File: src/pnc_pkg.sv
// constants, types and register map of the packet and nop command handler
package pnc_pkg;
  // ******************************************************
  // register byte offsets on the wishbone slave
  // ******************************************************
  localparam logic [7:0] PNC_OFS_DATA   = 8'h00;
  localparam logic [7:0] PNC_OFS_FEAT   = 8'h04;
  localparam logic [7:0] PNC_OFS_COUNT  = 8'h08;
  localparam logic [7:0] PNC_OFS_SECNUM = 8'h0c;
  localparam logic [7:0] PNC_OFS_BCLO   = 8'h10;
  localparam logic [7:0] PNC_OFS_BCHI   = 8'h14;
  localparam logic [7:0] PNC_OFS_DEVSEL = 8'h18;
  localparam logic [7:0] PNC_OFS_CMD    = 8'h1c;

  // ******************************************************
  // command codes, subcommands and field positions
  // ******************************************************
  localparam logic [7:0]  PNC_CMD_NOP      = 8'h00;
  localparam logic [7:0]  PNC_CMD_PACKET   = 8'ha0;
  localparam logic [7:0]  PNC_NOP_FLUSH    = 8'h00;
  localparam int          PNC_FEAT_OVL     = 1;
  localparam int          PNC_FEAT_DMA     = 0;
  localparam logic [7:0]  PNC_ERR_ABRT     = 8'h04;
  localparam logic [15:0] PNC_BC_ALL_ONES  = 16'hffff;
  localparam logic [15:0] PNC_BC_MAX       = 16'hfffe;

  // ******************************************************
  // reset values
  // ******************************************************
  localparam logic [7:0]  PNC_RST_ERROR    = 8'h00;
  localparam logic [7:0]  PNC_RST_TF       = 8'h00;
  localparam logic [15:0] PNC_RST_BCOUNT   = 16'h0000;

  typedef struct packed {
    logic       bsy;
    logic       drdy;
    logic       df_dmrd;
    logic       serv;
    logic       drq;
    logic [1:0] rsvd;
    logic       err_chk;
  } pnc_status_t;

  typedef struct packed {
    logic [4:0] tag;
    logic       rel;
    logic       io;
    logic       cd;
  } pnc_reason_t;

  typedef enum logic [2:0] {
    PNC_IDLE,
    PNC_PKT_WAIT,
    PNC_EXEC,
    PNC_PIO,
    PNC_NEXT,
    PNC_DMA
  } pnc_state_t;
endpackage

File: src/pnc_handler.sv
// device-side nop and packet command handler with wishbone task-file registers
// ******************************************************
// Functional notes
// - nop subcommand 00h flushes queue, aborts
// - other nop subcommands abort, queue untouched
// - nop ends abrt err drdy, no bsy/drq
// - nop changes only error and status
// - df set only on device fault
// - a0h starts packet protocol when supported
// - ovl requests overlap, dma selects data dma
// - sector count upper field carries queue tag
// - byte count limit per pio drq
// - zero limit with pio data aborts command
// - limit ffffh behaves as fffeh
// - packet wait: cd=1 io=0 drq=1 others clear; drdy is kept set here
// - byte count shows limit during packet wait
// - serv flags another command ready
// - data phase: cd=0 drq=1, io gives direction
// - dmrd set for dma with overlap dma
// - chunk nonzero, within limit and fffeh
// - chunks even except odd final chunk
// - success: io=1 cd=1 drdy=1 rest clear
// - no error before packet fully written
// ******************************************************
module pnc_handler
  import pnc_pkg::*;
#(
  parameter int PKT_BYTES   = 12,
  parameter bit PACKET_SUP  = 1'b1,
  parameter bit OVL_SUP     = 1'b1,
  parameter bit QUEUE_SUP   = 1'b1,
  parameter bit DMA_OVL_SUP = 1'b1
) (
  input  wire logic                   clk_i,
  input  wire logic                   rst_i,
  input  wire logic                   wb_cyc_i,
  input  wire logic                   wb_stb_i,
  input  wire logic                   wb_we_i,
  input  wire logic [7:0]             wb_adr_i,
  input  wire logic [3:0]             wb_sel_i,
  input  wire logic [31:0]            wb_dat_i,
  output logic      [31:0]            wb_dat_o,
  output logic                        wb_ack_o,
  output logic                        queue_abort_o,
  output logic                        pkt_valid_o,
  output logic      [8*PKT_BYTES-1:0] pkt_data_o,
  output logic                        pkt_ovl_o,
  output logic                        pkt_dma_o,
  output logic      [4:0]             pkt_tag_o,
  input  wire logic                   xfer_start_i,
  input  wire logic [23:0]            xfer_len_i,
  input  wire logic                   xfer_to_host_i,
  input  wire logic [15:0]            rd_data_i,
  output logic                        rd_take_o,
  output logic      [15:0]            wr_data_o,
  output logic                        wr_valid_o,
  input  wire logic                   cmd_done_i,
  input  wire logic                   cmd_err_i,
  input  wire logic [3:0]             sense_i,
  input  wire logic                   dev_fault_i,
  input  wire logic                   serv_i
);
  localparam int PKT_WORDS = PKT_BYTES / 2;
  localparam int WCNT_W    = $clog2(PKT_WORDS + 1);

  // the packet is taken one 16-bit word per data write
  if (PKT_BYTES < 2 || PKT_BYTES % 2 != 0 || PKT_BYTES > 64) begin : g_bad_pkt
    $error("PKT_BYTES must be even, 2..64");
  end

  // ******************************************************
  // chunk sizing
  // ******************************************************
  function automatic logic [15:0] chunk_size(input logic [23:0] rem, input logic [15:0] lim);
    logic [15:0] eff;
    eff = (lim == PNC_BC_ALL_ONES) ? PNC_BC_MAX : lim;
    if (rem <= {8'h00, eff}) begin
      chunk_size = rem[15:0];
    end else begin
      chunk_size = {eff[15:1], 1'b0};
    end
  endfunction

  // ******************************************************
  // wishbone slave
  // ******************************************************
  logic        ack_q;
  logic [31:0] dat_q;
  logic        wr_fire;
  logic        rd_fire;
  logic        sel_lo;

  pnc_state_t  state_q;
  pnc_status_t stat_q;
  logic [7:0]  error_q;
  logic [7:0]  feat_q;
  logic [7:0]  count_q;
  logic [7:0]  secnum_q;
  logic [15:0] bcount_q;
  logic [7:0]  devsel_q;
  logic        in_packet_q;
  logic [15:0] limit_q;
  logic [23:0] remain_q;
  logic [15:0] left_q;
  logic        to_host_q;
  logic [7:0]  status_rd;
  logic [WCNT_W-1:0] wcnt_q;
  logic [8*PKT_BYTES-1:0] pkt_q;

  assign sel_lo  = wb_sel_i[0];
  assign wr_fire = wb_cyc_i && wb_stb_i && ack_q && wb_we_i && sel_lo;
  assign rd_fire = wb_cyc_i && wb_stb_i && ack_q && !wb_we_i;

  always_ff @(posedge clk_i) begin
    if (rst_i) begin
      ack_q <= 1'b0;
    end else begin
      ack_q <= wb_cyc_i && wb_stb_i && !ack_q;
    end
  end

  // df is live outside packet commands, serv is live inside them
  always_comb begin
    status_rd = {stat_q.bsy, stat_q.drdy, stat_q.df_dmrd, stat_q.serv, stat_q.drq, 2'b00, stat_q.err_chk};
    if (in_packet_q) begin
      status_rd[4] = serv_i;
    end else begin
      status_rd[5] = dev_fault_i;
    end
  end

  // unmapped offsets read as zero and still acknowledge
  always_ff @(posedge clk_i) begin
    if (rst_i) begin
      dat_q <= 32'h0000_0000;
    end else if (wb_cyc_i && wb_stb_i && !ack_q) begin
      case (wb_adr_i)
        PNC_OFS_DATA:   dat_q <= {16'h0000, (state_q == PNC_PIO && to_host_q) ? rd_data_i : 16'h0000};
        PNC_OFS_FEAT:   dat_q <= {24'h000000, error_q};
        PNC_OFS_COUNT:  dat_q <= {24'h000000, count_q};
        PNC_OFS_SECNUM: dat_q <= {24'h000000, secnum_q};
        PNC_OFS_BCLO:   dat_q <= {24'h000000, bcount_q[7:0]};
        PNC_OFS_BCHI:   dat_q <= {24'h000000, bcount_q[15:8]};
        PNC_OFS_DEVSEL: dat_q <= {24'h000000, devsel_q};
        PNC_OFS_CMD:    dat_q <= {24'h000000, status_rd};
        default:        dat_q <= 32'h0000_0000;
      endcase
    end
  end

  assign wb_ack_o = ack_q;
  assign wb_dat_o = dat_q;

  // ******************************************************
  // command decode and protocol sequencing
  // ******************************************************
  logic cmd_wr;
  logic data_wr;
  logic data_rd;
  logic tf_open;
  logic [15:0] first_chunk;

  assign tf_open     = !stat_q.bsy && !stat_q.drq;
  assign cmd_wr      = wr_fire && wb_adr_i == PNC_OFS_CMD && tf_open;
  assign data_wr     = wr_fire && wb_adr_i == PNC_OFS_DATA && wb_sel_i[1];
  assign data_rd     = rd_fire && wb_adr_i == PNC_OFS_DATA;
  assign first_chunk = chunk_size(xfer_len_i, limit_q);

  // host-written task file; held while busy so nop never alters them
  always_ff @(posedge clk_i) begin
    if (rst_i) begin
      feat_q   <= PNC_RST_TF;
      secnum_q <= PNC_RST_TF;
      devsel_q <= PNC_RST_TF;
    end else if (wr_fire && tf_open) begin
      if (wb_adr_i == PNC_OFS_FEAT) begin
        feat_q <= wb_dat_i[7:0];
      end
      if (wb_adr_i == PNC_OFS_SECNUM) begin
        secnum_q <= wb_dat_i[7:0];
      end
      if (wb_adr_i == PNC_OFS_DEVSEL) begin
        devsel_q <= wb_dat_i[7:0];
      end
    end
  end

  always_ff @(posedge clk_i) begin
    if (rst_i) begin
      state_q       <= PNC_IDLE;
      stat_q        <= '{bsy: 1'b0, drdy: 1'b1, df_dmrd: 1'b0, serv: 1'b0, drq: 1'b0, rsvd: 2'b00, err_chk: 1'b0};
      error_q       <= PNC_RST_ERROR;
      count_q       <= PNC_RST_TF;
      bcount_q      <= PNC_RST_BCOUNT;
      in_packet_q   <= 1'b0;
      limit_q       <= PNC_RST_BCOUNT;
      remain_q      <= 24'h000000;
      left_q        <= 16'h0000;
      to_host_q     <= 1'b0;
      wcnt_q        <= '0;
      pkt_q         <= '0;
      queue_abort_o <= 1'b0;
      pkt_valid_o   <= 1'b0;
      rd_take_o     <= 1'b0;
      wr_valid_o    <= 1'b0;
      wr_data_o     <= 16'h0000;
    end else begin
      queue_abort_o <= 1'b0;
      pkt_valid_o   <= 1'b0;
      rd_take_o     <= 1'b0;
      wr_valid_o    <= 1'b0;
      case (state_q)
        PNC_IDLE: begin
          if (wr_fire && tf_open && wb_adr_i == PNC_OFS_COUNT) begin
            count_q <= wb_dat_i[7:0];
          end
          if (wr_fire && tf_open && wb_adr_i == PNC_OFS_BCLO) begin
            bcount_q[7:0] <= wb_dat_i[7:0];
          end
          if (wr_fire && tf_open && wb_adr_i == PNC_OFS_BCHI) begin
            bcount_q[15:8] <= wb_dat_i[7:0];
          end
          if (cmd_wr) begin
            if (wb_dat_i[7:0] == PNC_CMD_PACKET && PACKET_SUP) begin
              in_packet_q <= 1'b1;
              limit_q     <= bcount_q;
              count_q     <= {(QUEUE_SUP && OVL_SUP && feat_q[PNC_FEAT_OVL]) ? count_q[7:3] : 5'h00,
                              1'b0, 1'b0, 1'b1};
              stat_q      <= '{bsy: 1'b0, drdy: stat_q.drdy, df_dmrd: 1'b0, serv: 1'b0, drq: 1'b1,
                               rsvd: 2'b00, err_chk: 1'b0};
              wcnt_q      <= '0;
              state_q     <= PNC_PKT_WAIT;
            end else begin
              // nop, and every unsupported code, fails with abort
              if (wb_dat_i[7:0] == PNC_CMD_NOP && OVL_SUP && feat_q == PNC_NOP_FLUSH) begin
                queue_abort_o <= 1'b1;
              end
              error_q <= PNC_ERR_ABRT;
              stat_q  <= '{bsy: 1'b0, drdy: 1'b1, df_dmrd: dev_fault_i, serv: 1'b0, drq: 1'b0,
                           rsvd: 2'b00, err_chk: 1'b1};
            end
          end
        end
        PNC_PKT_WAIT: begin
          // errors are held back until the whole packet is in
          if (data_wr) begin
            pkt_q[16*wcnt_q +: 16] <= wb_dat_i[15:0];
            if (wcnt_q == WCNT_W'(PKT_WORDS - 1)) begin
              pkt_valid_o <= 1'b1;
              stat_q.bsy  <= 1'b1;
              stat_q.drq  <= 1'b0;
              state_q     <= PNC_EXEC;
            end else begin
              wcnt_q <= wcnt_q + 1'b1;
            end
          end
        end
        PNC_EXEC: begin
          if (cmd_done_i) begin
            count_q <= {count_q[7:3], 1'b0, 1'b1, 1'b1};
            error_q <= cmd_err_i ? {sense_i, 4'h0} : PNC_RST_ERROR;
            stat_q  <= '{bsy: 1'b0, drdy: 1'b1, df_dmrd: 1'b0, serv: 1'b0, drq: 1'b0,
                         rsvd: 2'b00, err_chk: cmd_err_i};
            state_q <= PNC_IDLE;
            in_packet_q <= 1'b0;
          end else if (xfer_start_i) begin
            to_host_q <= xfer_to_host_i;
            if (pkt_dma_o) begin
              count_q <= {count_q[7:3], 1'b0, xfer_to_host_i, 1'b0};
              stat_q  <= '{bsy: 1'b0, drdy: stat_q.drdy, df_dmrd: DMA_OVL_SUP, serv: 1'b0, drq: 1'b1,
                           rsvd: 2'b00, err_chk: 1'b0};
              state_q <= PNC_DMA;
            end else if (limit_q == 16'h0000 || first_chunk == 16'h0000) begin
              // zero limit, or an odd limit of one on a longer transfer
              count_q     <= {count_q[7:3], 1'b0, 1'b1, 1'b1};
              error_q     <= PNC_ERR_ABRT;
              stat_q      <= '{bsy: 1'b0, drdy: 1'b1, df_dmrd: dev_fault_i, serv: 1'b0, drq: 1'b0,
                               rsvd: 2'b00, err_chk: 1'b1};
              state_q     <= PNC_IDLE;
              in_packet_q <= 1'b0;
            end else begin
              remain_q <= xfer_len_i;
              left_q   <= first_chunk;
              bcount_q <= first_chunk;
              count_q  <= {count_q[7:3], 1'b0, xfer_to_host_i, 1'b0};
              stat_q   <= '{bsy: 1'b0, drdy: stat_q.drdy, df_dmrd: 1'b0, serv: 1'b0, drq: 1'b1,
                            rsvd: 2'b00, err_chk: 1'b0};
              state_q  <= PNC_PIO;
            end
          end
        end
        PNC_PIO: begin
          if ((to_host_q && data_rd) || (!to_host_q && data_wr)) begin
            rd_take_o  <= to_host_q;
            wr_valid_o <= !to_host_q;
            wr_data_o  <= wb_dat_i[15:0];
            // an odd final word carries one byte in the low lane
            if (left_q <= 16'h0002) begin
              remain_q   <= remain_q - {8'h00, bcount_q};
              left_q     <= 16'h0000;
              stat_q.bsy <= 1'b1;
              stat_q.drq <= 1'b0;
              state_q    <= (remain_q == {8'h00, bcount_q}) ? PNC_EXEC : PNC_NEXT;
            end else begin
              left_q <= left_q - 16'h0002;
            end
          end
        end
        PNC_NEXT: begin
          left_q     <= chunk_size(remain_q, limit_q);
          bcount_q   <= chunk_size(remain_q, limit_q);
          stat_q.bsy <= 1'b0;
          stat_q.drq <= 1'b1;
          state_q    <= PNC_PIO;
        end
        PNC_DMA: begin
          if (cmd_done_i) begin
            count_q     <= {count_q[7:3], 1'b0, 1'b1, 1'b1};
            error_q     <= cmd_err_i ? {sense_i, 4'h0} : PNC_RST_ERROR;
            stat_q      <= '{bsy: 1'b0, drdy: 1'b1, df_dmrd: 1'b0, serv: 1'b0, drq: 1'b0,
                             rsvd: 2'b00, err_chk: cmd_err_i};
            state_q     <= PNC_IDLE;
            in_packet_q <= 1'b0;
          end
        end
        default: begin
          state_q <= PNC_IDLE;
        end
      endcase
    end
  end

  // ******************************************************
  // packet-phase attributes handed to the back end
  // ******************************************************
  always_ff @(posedge clk_i) begin
    if (rst_i) begin
      pkt_ovl_o <= 1'b0;
      pkt_dma_o <= 1'b0;
      pkt_tag_o <= 5'h00;
    end else if (cmd_wr && wb_dat_i[7:0] == PNC_CMD_PACKET) begin
      pkt_ovl_o <= feat_q[PNC_FEAT_OVL] && OVL_SUP;
      pkt_dma_o <= feat_q[PNC_FEAT_DMA];
      pkt_tag_o <= QUEUE_SUP ? count_q[7:3] : 5'h00;
    end
  end

  assign pkt_data_o = pkt_q;
endmodule

File: config.mk
export PLATFORM = sky130hd
export DESIGN_NAME = pnc_handler
export DESIGN_NICKNAME = d
export VERILOG_FILES = /design/src/pnc_pkg.sv /design/src/pnc_handler.sv
export SDC_FILE = /design/constraint.sdc
export NUM_CORES = 1
export LEC_CHECK = 0
export ABC_AREA = 1
export BUFFER_PORTS_ARGS = -buffer_cell sky130_fd_sc_hd__buf_4
export CORE_MARGIN = 3
export CORE_UTILIZATION = 51
export DETAILED_ROUTE_END_ITERATION = 6
export GPL_TIMING_DRIVEN = 0
export PLACE_DENSITY = 0.77
export REMOVE_ABC_BUFFERS = 1
export SKIP_LAST_GASP = 1
export SYNTH_ARGS = -nofsm -noshare
export SYNTH_HDL_FRONTEND = slang
export SYNTH_SLANG_ARGS = --single-unit
File: constraint.sdc
create_clock -name clk_i -period 2.8 [get_ports clk_i]
set_input_delay 0.56 -clock clk_i [delete_from_list [all_inputs] [get_ports clk_i]]
set_output_delay 0.56 -clock clk_i [all_outputs]
set_load 0.02 [all_outputs]
==> results list, run 1 <==
- Status: finished, violations left
* Violated checks: setup timing
* Clock transition time at the flip-flop clock pins of the worst setup and hold paths: 0.07 ns
- For this run, the total global-route usage over all layers was measured as 32.2%.
- The analysis attributes to cell leakage a power of 0.00839 uW.
- Dominant cell type by area after synthesis: dfxtp_1
* Startpoint-to-endpoint class of the critical path: reg -> reg
- Yosys warning count: 0
- Based on the critical path, the design can be clocked at up to 0.281 GHz.
- The worst register-to-register path begins at limit_q[14].
* HPWL after DPL: 34.9 mm
- For this run, the slowest stage of the critical path takes 0.42 ns.
- Core Box Area: 27300 sq um
* Count of buffer and inverter cells on the critical path: 4
- Bufs on Longest Clock Path: 3
- Reg power frac: 46.5%
* Final net count: 2482
- Most frequent cells after synthesis: 393 x nand2_1, 270 x nor2_1, 266 x inv_1
- Combinational cells account for 4.8% of the total power.
* Mean instance size in the synthesized netlist: 6.76 sq um
- R2r setup slk: -0.76 ns
- Worst hold path depth: 2
- Most frequent cell on the critical path: nand2_1
* Slowest-stage cell, CP: nor4_4
* Most repeated cell in the gate-level netlist after synthesis: nand2_1
* Fill cells: 2272
- Prior to clock tree synthesis, the placed netlist has a worst setup slack of -2.06 ns.
- DIE AREA: 30100 sq um
- For this design the ratio of total power to cell area is 436 nW/um^2.
- Fraction of final layout cells with drive strength greater than 1: 22.2%
* Die width: 173 microns
* Critical Path RT: 3.26 ns
* Remaining antenna violation count after routing: 0
- Setup repair after global routing could not meet its margin everywhere.
* Final critical path time including I/O delays and setup: 3.56 ns
- Insertion delay of the later-clocked pin in the worst-skew pair: 0.58 ns
* Drt pass-1 iters: 6
- Measured against its own limit, the worst slew margin works out to 24.7%.
- Top cells by area, synth: dfxtp_1 37%, nand2_1 10%, a21oi_1 8.0%
- Class of the most critical hold timing path: in -> reg
- The internal power of the cells totals 6110 uW.
- Summed over all layers, the global routing overflow is 0.
* Most frequently used flop master after synthesis: dfxtp_1
* Number of library cell types mapped by synthesis: 53
- The worst setup path is launched from a register.
- Power spent charging and discharging nets: 1890 uW
* Antenna violations before repair: 1
- Wirelength, routed: 51.8 mm
* EDFF count, synth: 0
- Summing every instance area after synthesis gives 14300 sq um.
- Layout-stage area growth over the synthesis result: 28.4%
- Die height: 173 microns
- Setup violations remaining at the end of the flow were counted as 70.
* TritonCTS clock tree: done
- Total count of hold-check failures in the final report: 0
* Number of slew-limit violations in the final report: 0
- Cell family with the largest share of critical-path delay: simple AND/OR/NAND/NOR gates
- Root cell of the clock tree: clkbuf_16
- Detailed routing inserted a total of 15900 vias.
- At the pin with the least slew margin, the transition time is 1.12 ns.
- The first global-routing pass estimated 79.2 mm of wire.
- Of the total power, the share spent switching nets is 23.6%.
- In this run the most critical hold path is launched from xfer_start_i.
- Cell count after synthesis: 2113
- Initial standard-cell utilization of the core: 52.4%
- The clock network is responsible for 48.7% of the overall power.
- Across the run, the number of max-cap violations was 0.
- Fraction of registers with async set/reset: 0%
* Peak VDD IR: 0.481 mV
* Post-synth top area share: 36.7%
- CTS built an H-tree with a depth of 1.
* Hold path endpoint: to_host_q
* Final worst-path cycle share: 127%
* Element type at the critical path end: register
- Number of synthesized register bits: 262
* Detail-routed via count per cell: 5.84
- Routed length per placed instance: 19.0 microns
* Number of DRC markers in iteration 0: 1747
- Clock skew on the completed layout was measured at 0.0292 ns.
* Clock buffer count from CTS: 28
- Fraction of the yosys area taken by sequential cells: 36.7%
- For this design, the CTS-stage hold fixing added 0 buffers.
- Input and output buffers added on the ports amount to 220.
* Row cnt: 60
- The clock net in this run drives a total of 262 sinks.
- Once layout is complete, the utilization of the core stands at 67.3%.
- After detailed routing, the number of remaining DRC violations is 0.
- Arrival time worst endpoint: 4.02 ns
- Worst R2R Path Depth: 26
- The critical path crosses 26 cells after its start point.
- Of all nets on the critical path, the largest fanout is 7.
* Placer congestion estimate: 0.964
- Entering global routing, the biggest net connects 97 pins.
* Endpoint of the most critical register-to-register path: bcount_q[4]
* Num ports: 255
* Number of global-route vias before repair: 14900
- In the post-route analysis, the smallest setup slack over all paths is -0.764 ns.
cells by family (layout without fill, tap and decap cells):
family                   after synthesis  count (layout)  synth area share, %
adder cells (fa/ha/maj)               52              52                 4.61
AND/OR/NAND/NOR                      889             902                 26.7
buffers and inverters                384             595                 11.1
XOR/XNOR                              11              11                0.675
flip-flops                           262             262                 36.7
AO/OA/AOI/OAI                        514             514                 20.2
other                                  1              17               0.0263
power by group through the flow:
stage,Combinational (uW),Clock [uW],Sequential [uW]
after floorplan,155,0,3810
after global placement,358,0,3810
after detailed placement,361,0,3810
after CTS,368,3910,3730
after global routing,415,4060,3720
final,385,3890,3730
cell type report:
cell class | count | area (sq um) | share of cell area, %
Inverter | 272 | 1060 | 5.81
Antenna cell | 1 | 2.50 | 0.0136
Clock buffer | 37 | 785 | 4.28
Multi-Input combinational cell | 1495 | 8410 | 45.8
Timing Repair Buffer | 269 | 2160 | 11.8
Tap cell | 372 | 465 | 2.54
Clock inverter | 14 | 179 | 0.976
Sequential cell | 262 | 5260 | 28.7
Timing Repair inverter | 3 | 17.5 | 0.0955
registers in the layout (all words and copies together) (netlist names), 5 cells and up:
register and cells:
left_q 16, count_q 8, bcount_q 16, wb_dat_o 16, pkt_data_o 96, pkt_tag_o 5
limit_q 16, wr_data_o 16, error_q 5, feat_q 8, devsel_q 8, remain_q 24
stat_q 5, secnum_q 8
metal layers:
metal,GRT usage (%),vias up,wire (microns)
met5,0,-,0
met1,40.4,7282,19800
met3,7.71,204,5650
met4,13.1,0,2580
met2,53.4,972,23800
li1,-,7451,-
worst max-delay path by stage:
stage | slack (ns) | end | start
floorplan | -0.91 | remain_q[13] | state_q[0]
global placement | -3.89 | count_q[7] | rst_i
detailed placement | -2.06 | pkt_data_o[69] | wcnt_q[0]
CTS | -0.64 | remain_q[22] | limit_q[15]
global route | -0.87 | bcount_q[4] | limit_q[14]
finish | -0.76 | bcount_q[4] | limit_q[14]
cell usage in the layout (no fill, tap or decap), drive strengths merged, types with 30 or more instances in the layout:
| cell type | n |
|---|---|
| ha | 51 |
| o21ai | 170 |
| nor3 | 30 |
| buf | 268 |
| inv | 266 |
| a21oi | 229 |
| nand2 | 404 |
| dfxtp | 262 |
| nor2 | 273 |
| clkbuf | 37 |
| nand3 | 135 |
| nand4 | 33 |
| a211oi | 44 |
timing repair:
item | in CTS | in global routing
resized for setup | 115 | 132
buffers inserted | 29 | 12
hold endpoints to repair | 0 | 0
pin swaps | 59 | 51
cloned | 17 | 0
setup endpoints to repair | 220 | 153
through the flow:
step / hold WS (ns) / area, sq um / TNS, ns / power (uW) / instances
2_1_floorplan: 0.414 / 13800 / -106.50 / 3970 / 2016
4_1_cts: 0.203 / 17800 / -40.66 / 8000 / 2712
3_5_place_dp: 0.429 / 16000 / -280.00 / 4170 / 2615
6_report: 0.219 / 18300 / -47.56 / 8000 / 2725
5_1_grt: 0.208 / 18300 / -55.73 / 8200 / 2725
3_3_place_gp: 0.427 / 15900 / -707.36 / 4170 / 2608
worst register-to-register path, cell delays in order (launching register included):
cell and delay, ns:
dfxtp_2 0.35, inv_4 0.05, nor4_4 0.42, a41oi_2 0.24, ha_2 0.23, inv_2 0.04, nand2_1 0.04, nand2_1 0.05
nand2_1 0.05, nand2_1 0.06, nand2_1 0.06, nand2_2 0.13, nand2_4 0.09, nand3_4 0.19, buf_12 0.17, nand3_2 0.07
nand2_2 0.11, nand2_2 0.08, nor2_4 0.09, nand2_2 0.09, o21ai_4 0.29, nand2_4 0.14, nand3_4 0.13, buf_4 0.14
nand2_1 0.05, nand2_1 0.06, nor2_1 0.05
No activity file was read; power rests on OpenSTA's default activity.
==> inputs of run 2 (changes only) <==
Settings changed: SKIP_LAST_GASP 1 to unset.
==> run 2 against run 1 <==
Against the previous run:
- the run still ends with setup timing left
- via count is 0.26% higher
- cell area is 0.32% higher
- register-to-register slack worse by 0.12 ns
- flip-flop and latch count stayed put
- die area stayed put
- sequential share of layout area is 0.092 points lower
- largest cell class unchanged
==> results list, run 2 (synthesis results as in run 1) <==
* Critical Path Start Type: register (unchanged)
- The number of global-route vias before repair was 14900 (about the same).
- RSZ-0062 raised after global routing: true (unchanged).
- DIE AREA: 30100 sq um (unchanged)
* Final instance area: 18400 sq um (was 18300 sq um)
* Setup tns final: -54.99 ns (was -47.56 ns)
- The data required time at the worst endpoint was 3.25 ns (was 3.26 ns).
- The final period utilization came to 132% (was 127%).
- The root buffer selected by CTS is clkbuf_16 (unchanged).
- The final worst-path setup slack came to -0.888 ns (was -0.764 ns).
- The number of setup violations in the final report is 70 (unchanged).
- The clock latency at the later pin of the worst-skew pair was 0.58 ns (about the same).
* Buffers on Ports: 220 (unchanged)
* Remaining antenna violation count after routing: 0 (unchanged)
- Switching power as a share of total power: 23.7% (was 23.6%)
- The final max-slew violation count came to 0 (unchanged).
* Largest register FFs: 96 (unchanged)
- The post-detailed-route DRC marker count was 0 (unchanged).
* R2r startpoint: limit_q[14] (unchanged)
- Leakage component of the power: 0.00839 uW (about the same)
- Class of the most critical hold timing path: in -> reg (unchanged)
- The routability-driven placement congestion ratio came to 0.964 (unchanged).
- The average wire per cell in the routed design came to 19.2 microns (was 19.0 microns).
- Number of DRC markers in iteration 0: 1979 (was 1747)
- Cell Area, Placed: 16000 sq um (unchanged)
- Fraction of final layout cells with drive strength greater than 1: 22.9% (was 22.2%)
- Die width: 173 microns (unchanged)
* Clock transition time at the flip-flop clock pins of the worst setup and hold paths: 0.07 ns (about the same)
* Peak VDD IR: 0.477 mV (was 0.481 mV)
* Slew margin rel.: 21.8% (was 24.7%)
- Status: finished, violations left (unchanged).
* Share of power burned in the clock network: 48.6% (was 48.7%)
* Clock buffer count from CTS: 28 (unchanged)
- Num ports: 255 (unchanged)
- The maximum fanout count along the critical path was 8 (was 7).
- TritonCTS clock tree: done (unchanged)
- Element type at the critical path end: register (unchanged)
* HPWL after DPL: 34.9 mm (unchanged)
- The core area came to 27300 sq um (unchanged).
* Maximum operating frequency: 0.271 GHz (was 0.281 GHz)
- Startpoint-to-endpoint class of the critical path: reg -> reg (unchanged)
- The net load switching power is 1890 uW (about the same).
- H-tree levels: 1 (unchanged)
- Skew final: 0.0272 ns (was 0.0292 ns)
- Final net count: 2480 (was 2482)
* Share of the core filled with cells in the final layout: 67.5% (was 67.3%)
- The power per cell area was 435 nW/um^2 (was 436 nW/um^2).
- The number of hold-slack violations in the final timing report is 0 (unchanged).
- Commonest non-fill, non-tap cell in the layout: nand2_1 (unchanged)
- Antenna violations before repair: 1 (unchanged)
* Bufs on Longest Clock Path: 3 (unchanged)
- The minimum clock period after layout was 3.69 ns (was 3.56 ns).
- Worst Tran Pin Value: 1.17 ns (was 1.12 ns)
- Maxcap violations: 0 (unchanged)
- The count of clock tree sinks was 262 (unchanged).
- The total internal power came to 6110 uW (about the same).
* Total global routing overflow: 0 (unchanged)
* Reg power frac: 46.5% (about the same)
* Initial standard-cell utilization of the core: 52.4% (unchanged)
* Leading cell types in the layout, fill and taps excluded: 317 x nand2_1, 255 x dfxtp_1, 251 x buf_4 (was 324 x nand2_1, 255 x dfxtp_1, 252 x buf_4)
* Fill cells: 2272 (unchanged)
- Violated checks: setup timing (unchanged).
- Worst hold-check slack: 0.218 ns (was 0.219 ns)
- The data arrival at the endpoint of the critical path came to 4.13 ns (was 4.02 ns).
* Fraction of power consumed by combinational cells: 4.9% (was 4.8%)
- Global Route Usage Sum: 32.2% (about the same)
- The overall die height is 173 microns (unchanged).
* Global-route wire length before repair: 79.2 mm (about the same)
- The area overhead of the layout relative to synthesis is 28.8% (was 28.4%).
* Startpoint of the tightest hold check path: xfer_start_i (unchanged)
- Pin count of the biggest net entering global routing: 97 (unchanged)
- The start point of the critical path is limit_q[14] (unchanged).
- Wirelength, routed: 52.4 mm (was 51.8 mm)
- Detail-routed via count per cell: 5.86 (was 5.84)
- Row cnt: 60 (unchanged)
- Via count: 16000 (was 15900)
- Drt pass-1 iters: 7 (was 6)
-- run 2: changes by cell type in the layout (fill, tap and decap cells not counted), moves of 2 or more --
cell | before | now
a21oi_2 | 6 | 9
nand3_1 | 107 | 105
nand2_4 | 14 | 18
nor2_1 | 246 | 242
nor2_2 | 14 | 17
a21oi_1 | 223 | 220
nand3_2 | 13 | 15
nand2_2 | 59 | 62
nand2_1 | 324 | 317
-- run 2: power groups by stage --
stage	clock network (uW)	registers [uW]	logic [uW]
final	3890	3730	390
after CTS	3910	3730	368
after floorplan	0	3810	155
after global placement	0	3810	358
after detailed placement	0	3810	361
after global routing	4060	3720	418
-- run 2: worst paths after layout --
path | cells after the start | end | slack [ns]
setup reg to reg | 20 | bcount_q[8] | -0.89
hold reg to reg | 2 | stat_q[6] | 0.45
hold / removal | 2 | to_host_q | 0.22
setup / recovery | 20 | bcount_q[8] | -0.89
-- run 2: worst max-delay path, cell delays in order (launching register included) --
cell     delay [ns]
dfxtp_2        0.35
inv_4          0.05
nor4_4         0.42
a41oi_2        0.24
ha_2           0.38
nand2_1        0.06
nor2_2         0.15
nand4_4        0.15
buf_4          0.22
nand2_4        0.13
nand2_1        0.11
nand2_2        0.11
nand2_1        0.09
nor2_2         0.15
nand2_2        0.10
o21ai_4        0.29
nand2_8        0.16
nand3_4        0.20
nand2_2        0.07
nand2_1        0.08
nor2_1         0.06
-- run 2: repair_timing --
item                       CTS  global route
setup endpoints to repair  220           145
setup buffers               29            10
hold buffers                 0             0
gates cloned                17             0
pin swaps                   59            64
resized for setup          121           148
hold endpoints to repair     0             0
-- run 2: area by class of cell --
type / instances / area (sq um) / share of cell area [%]
Timing Repair inverter: 3 / 17.5 / 0.0952
Clock inverter: 14 / 179 / 0.972
Multi-Input combinational cell: 1495 / 8490 / 46.1
Tap cell: 372 / 465 / 2.53
Clock buffer: 37 / 785 / 4.26
Inverter: 272 / 1060 / 5.79
Sequential cell: 262 / 5260 / 28.6
Timing Repair Buffer: 267 / 2140 / 11.6
Antenna cell: 1 / 2.50 / 0.0136
-- run 2: per-layer routing --
| layer | track usage, % | wire (microns) |
|---|---|---|
| met1 | 40.6 | 20200 |
| met2 | 53.2 | 24100 |
| met3 | 7.67 | 5480 |
| met4 | 13.2 | 2630 |
| met5 | 0 | 0 |
-- run 2: per-stage QoR --
| step | total power [uW] | std cells | setup WS, ns |
|---|---|---|---|
| final | 8010 | 2723 | -0.888 |
| after global routing | 8200 | 2723 | -0.922 |
| after CTS | 8000 | 2712 | -0.642 |
| after detailed placement | 4170 | 2615 | -2.06 |
| after global placement | 4170 | 2608 | -3.89 |
| after floorplan | 3970 | 2016 | -0.907 |
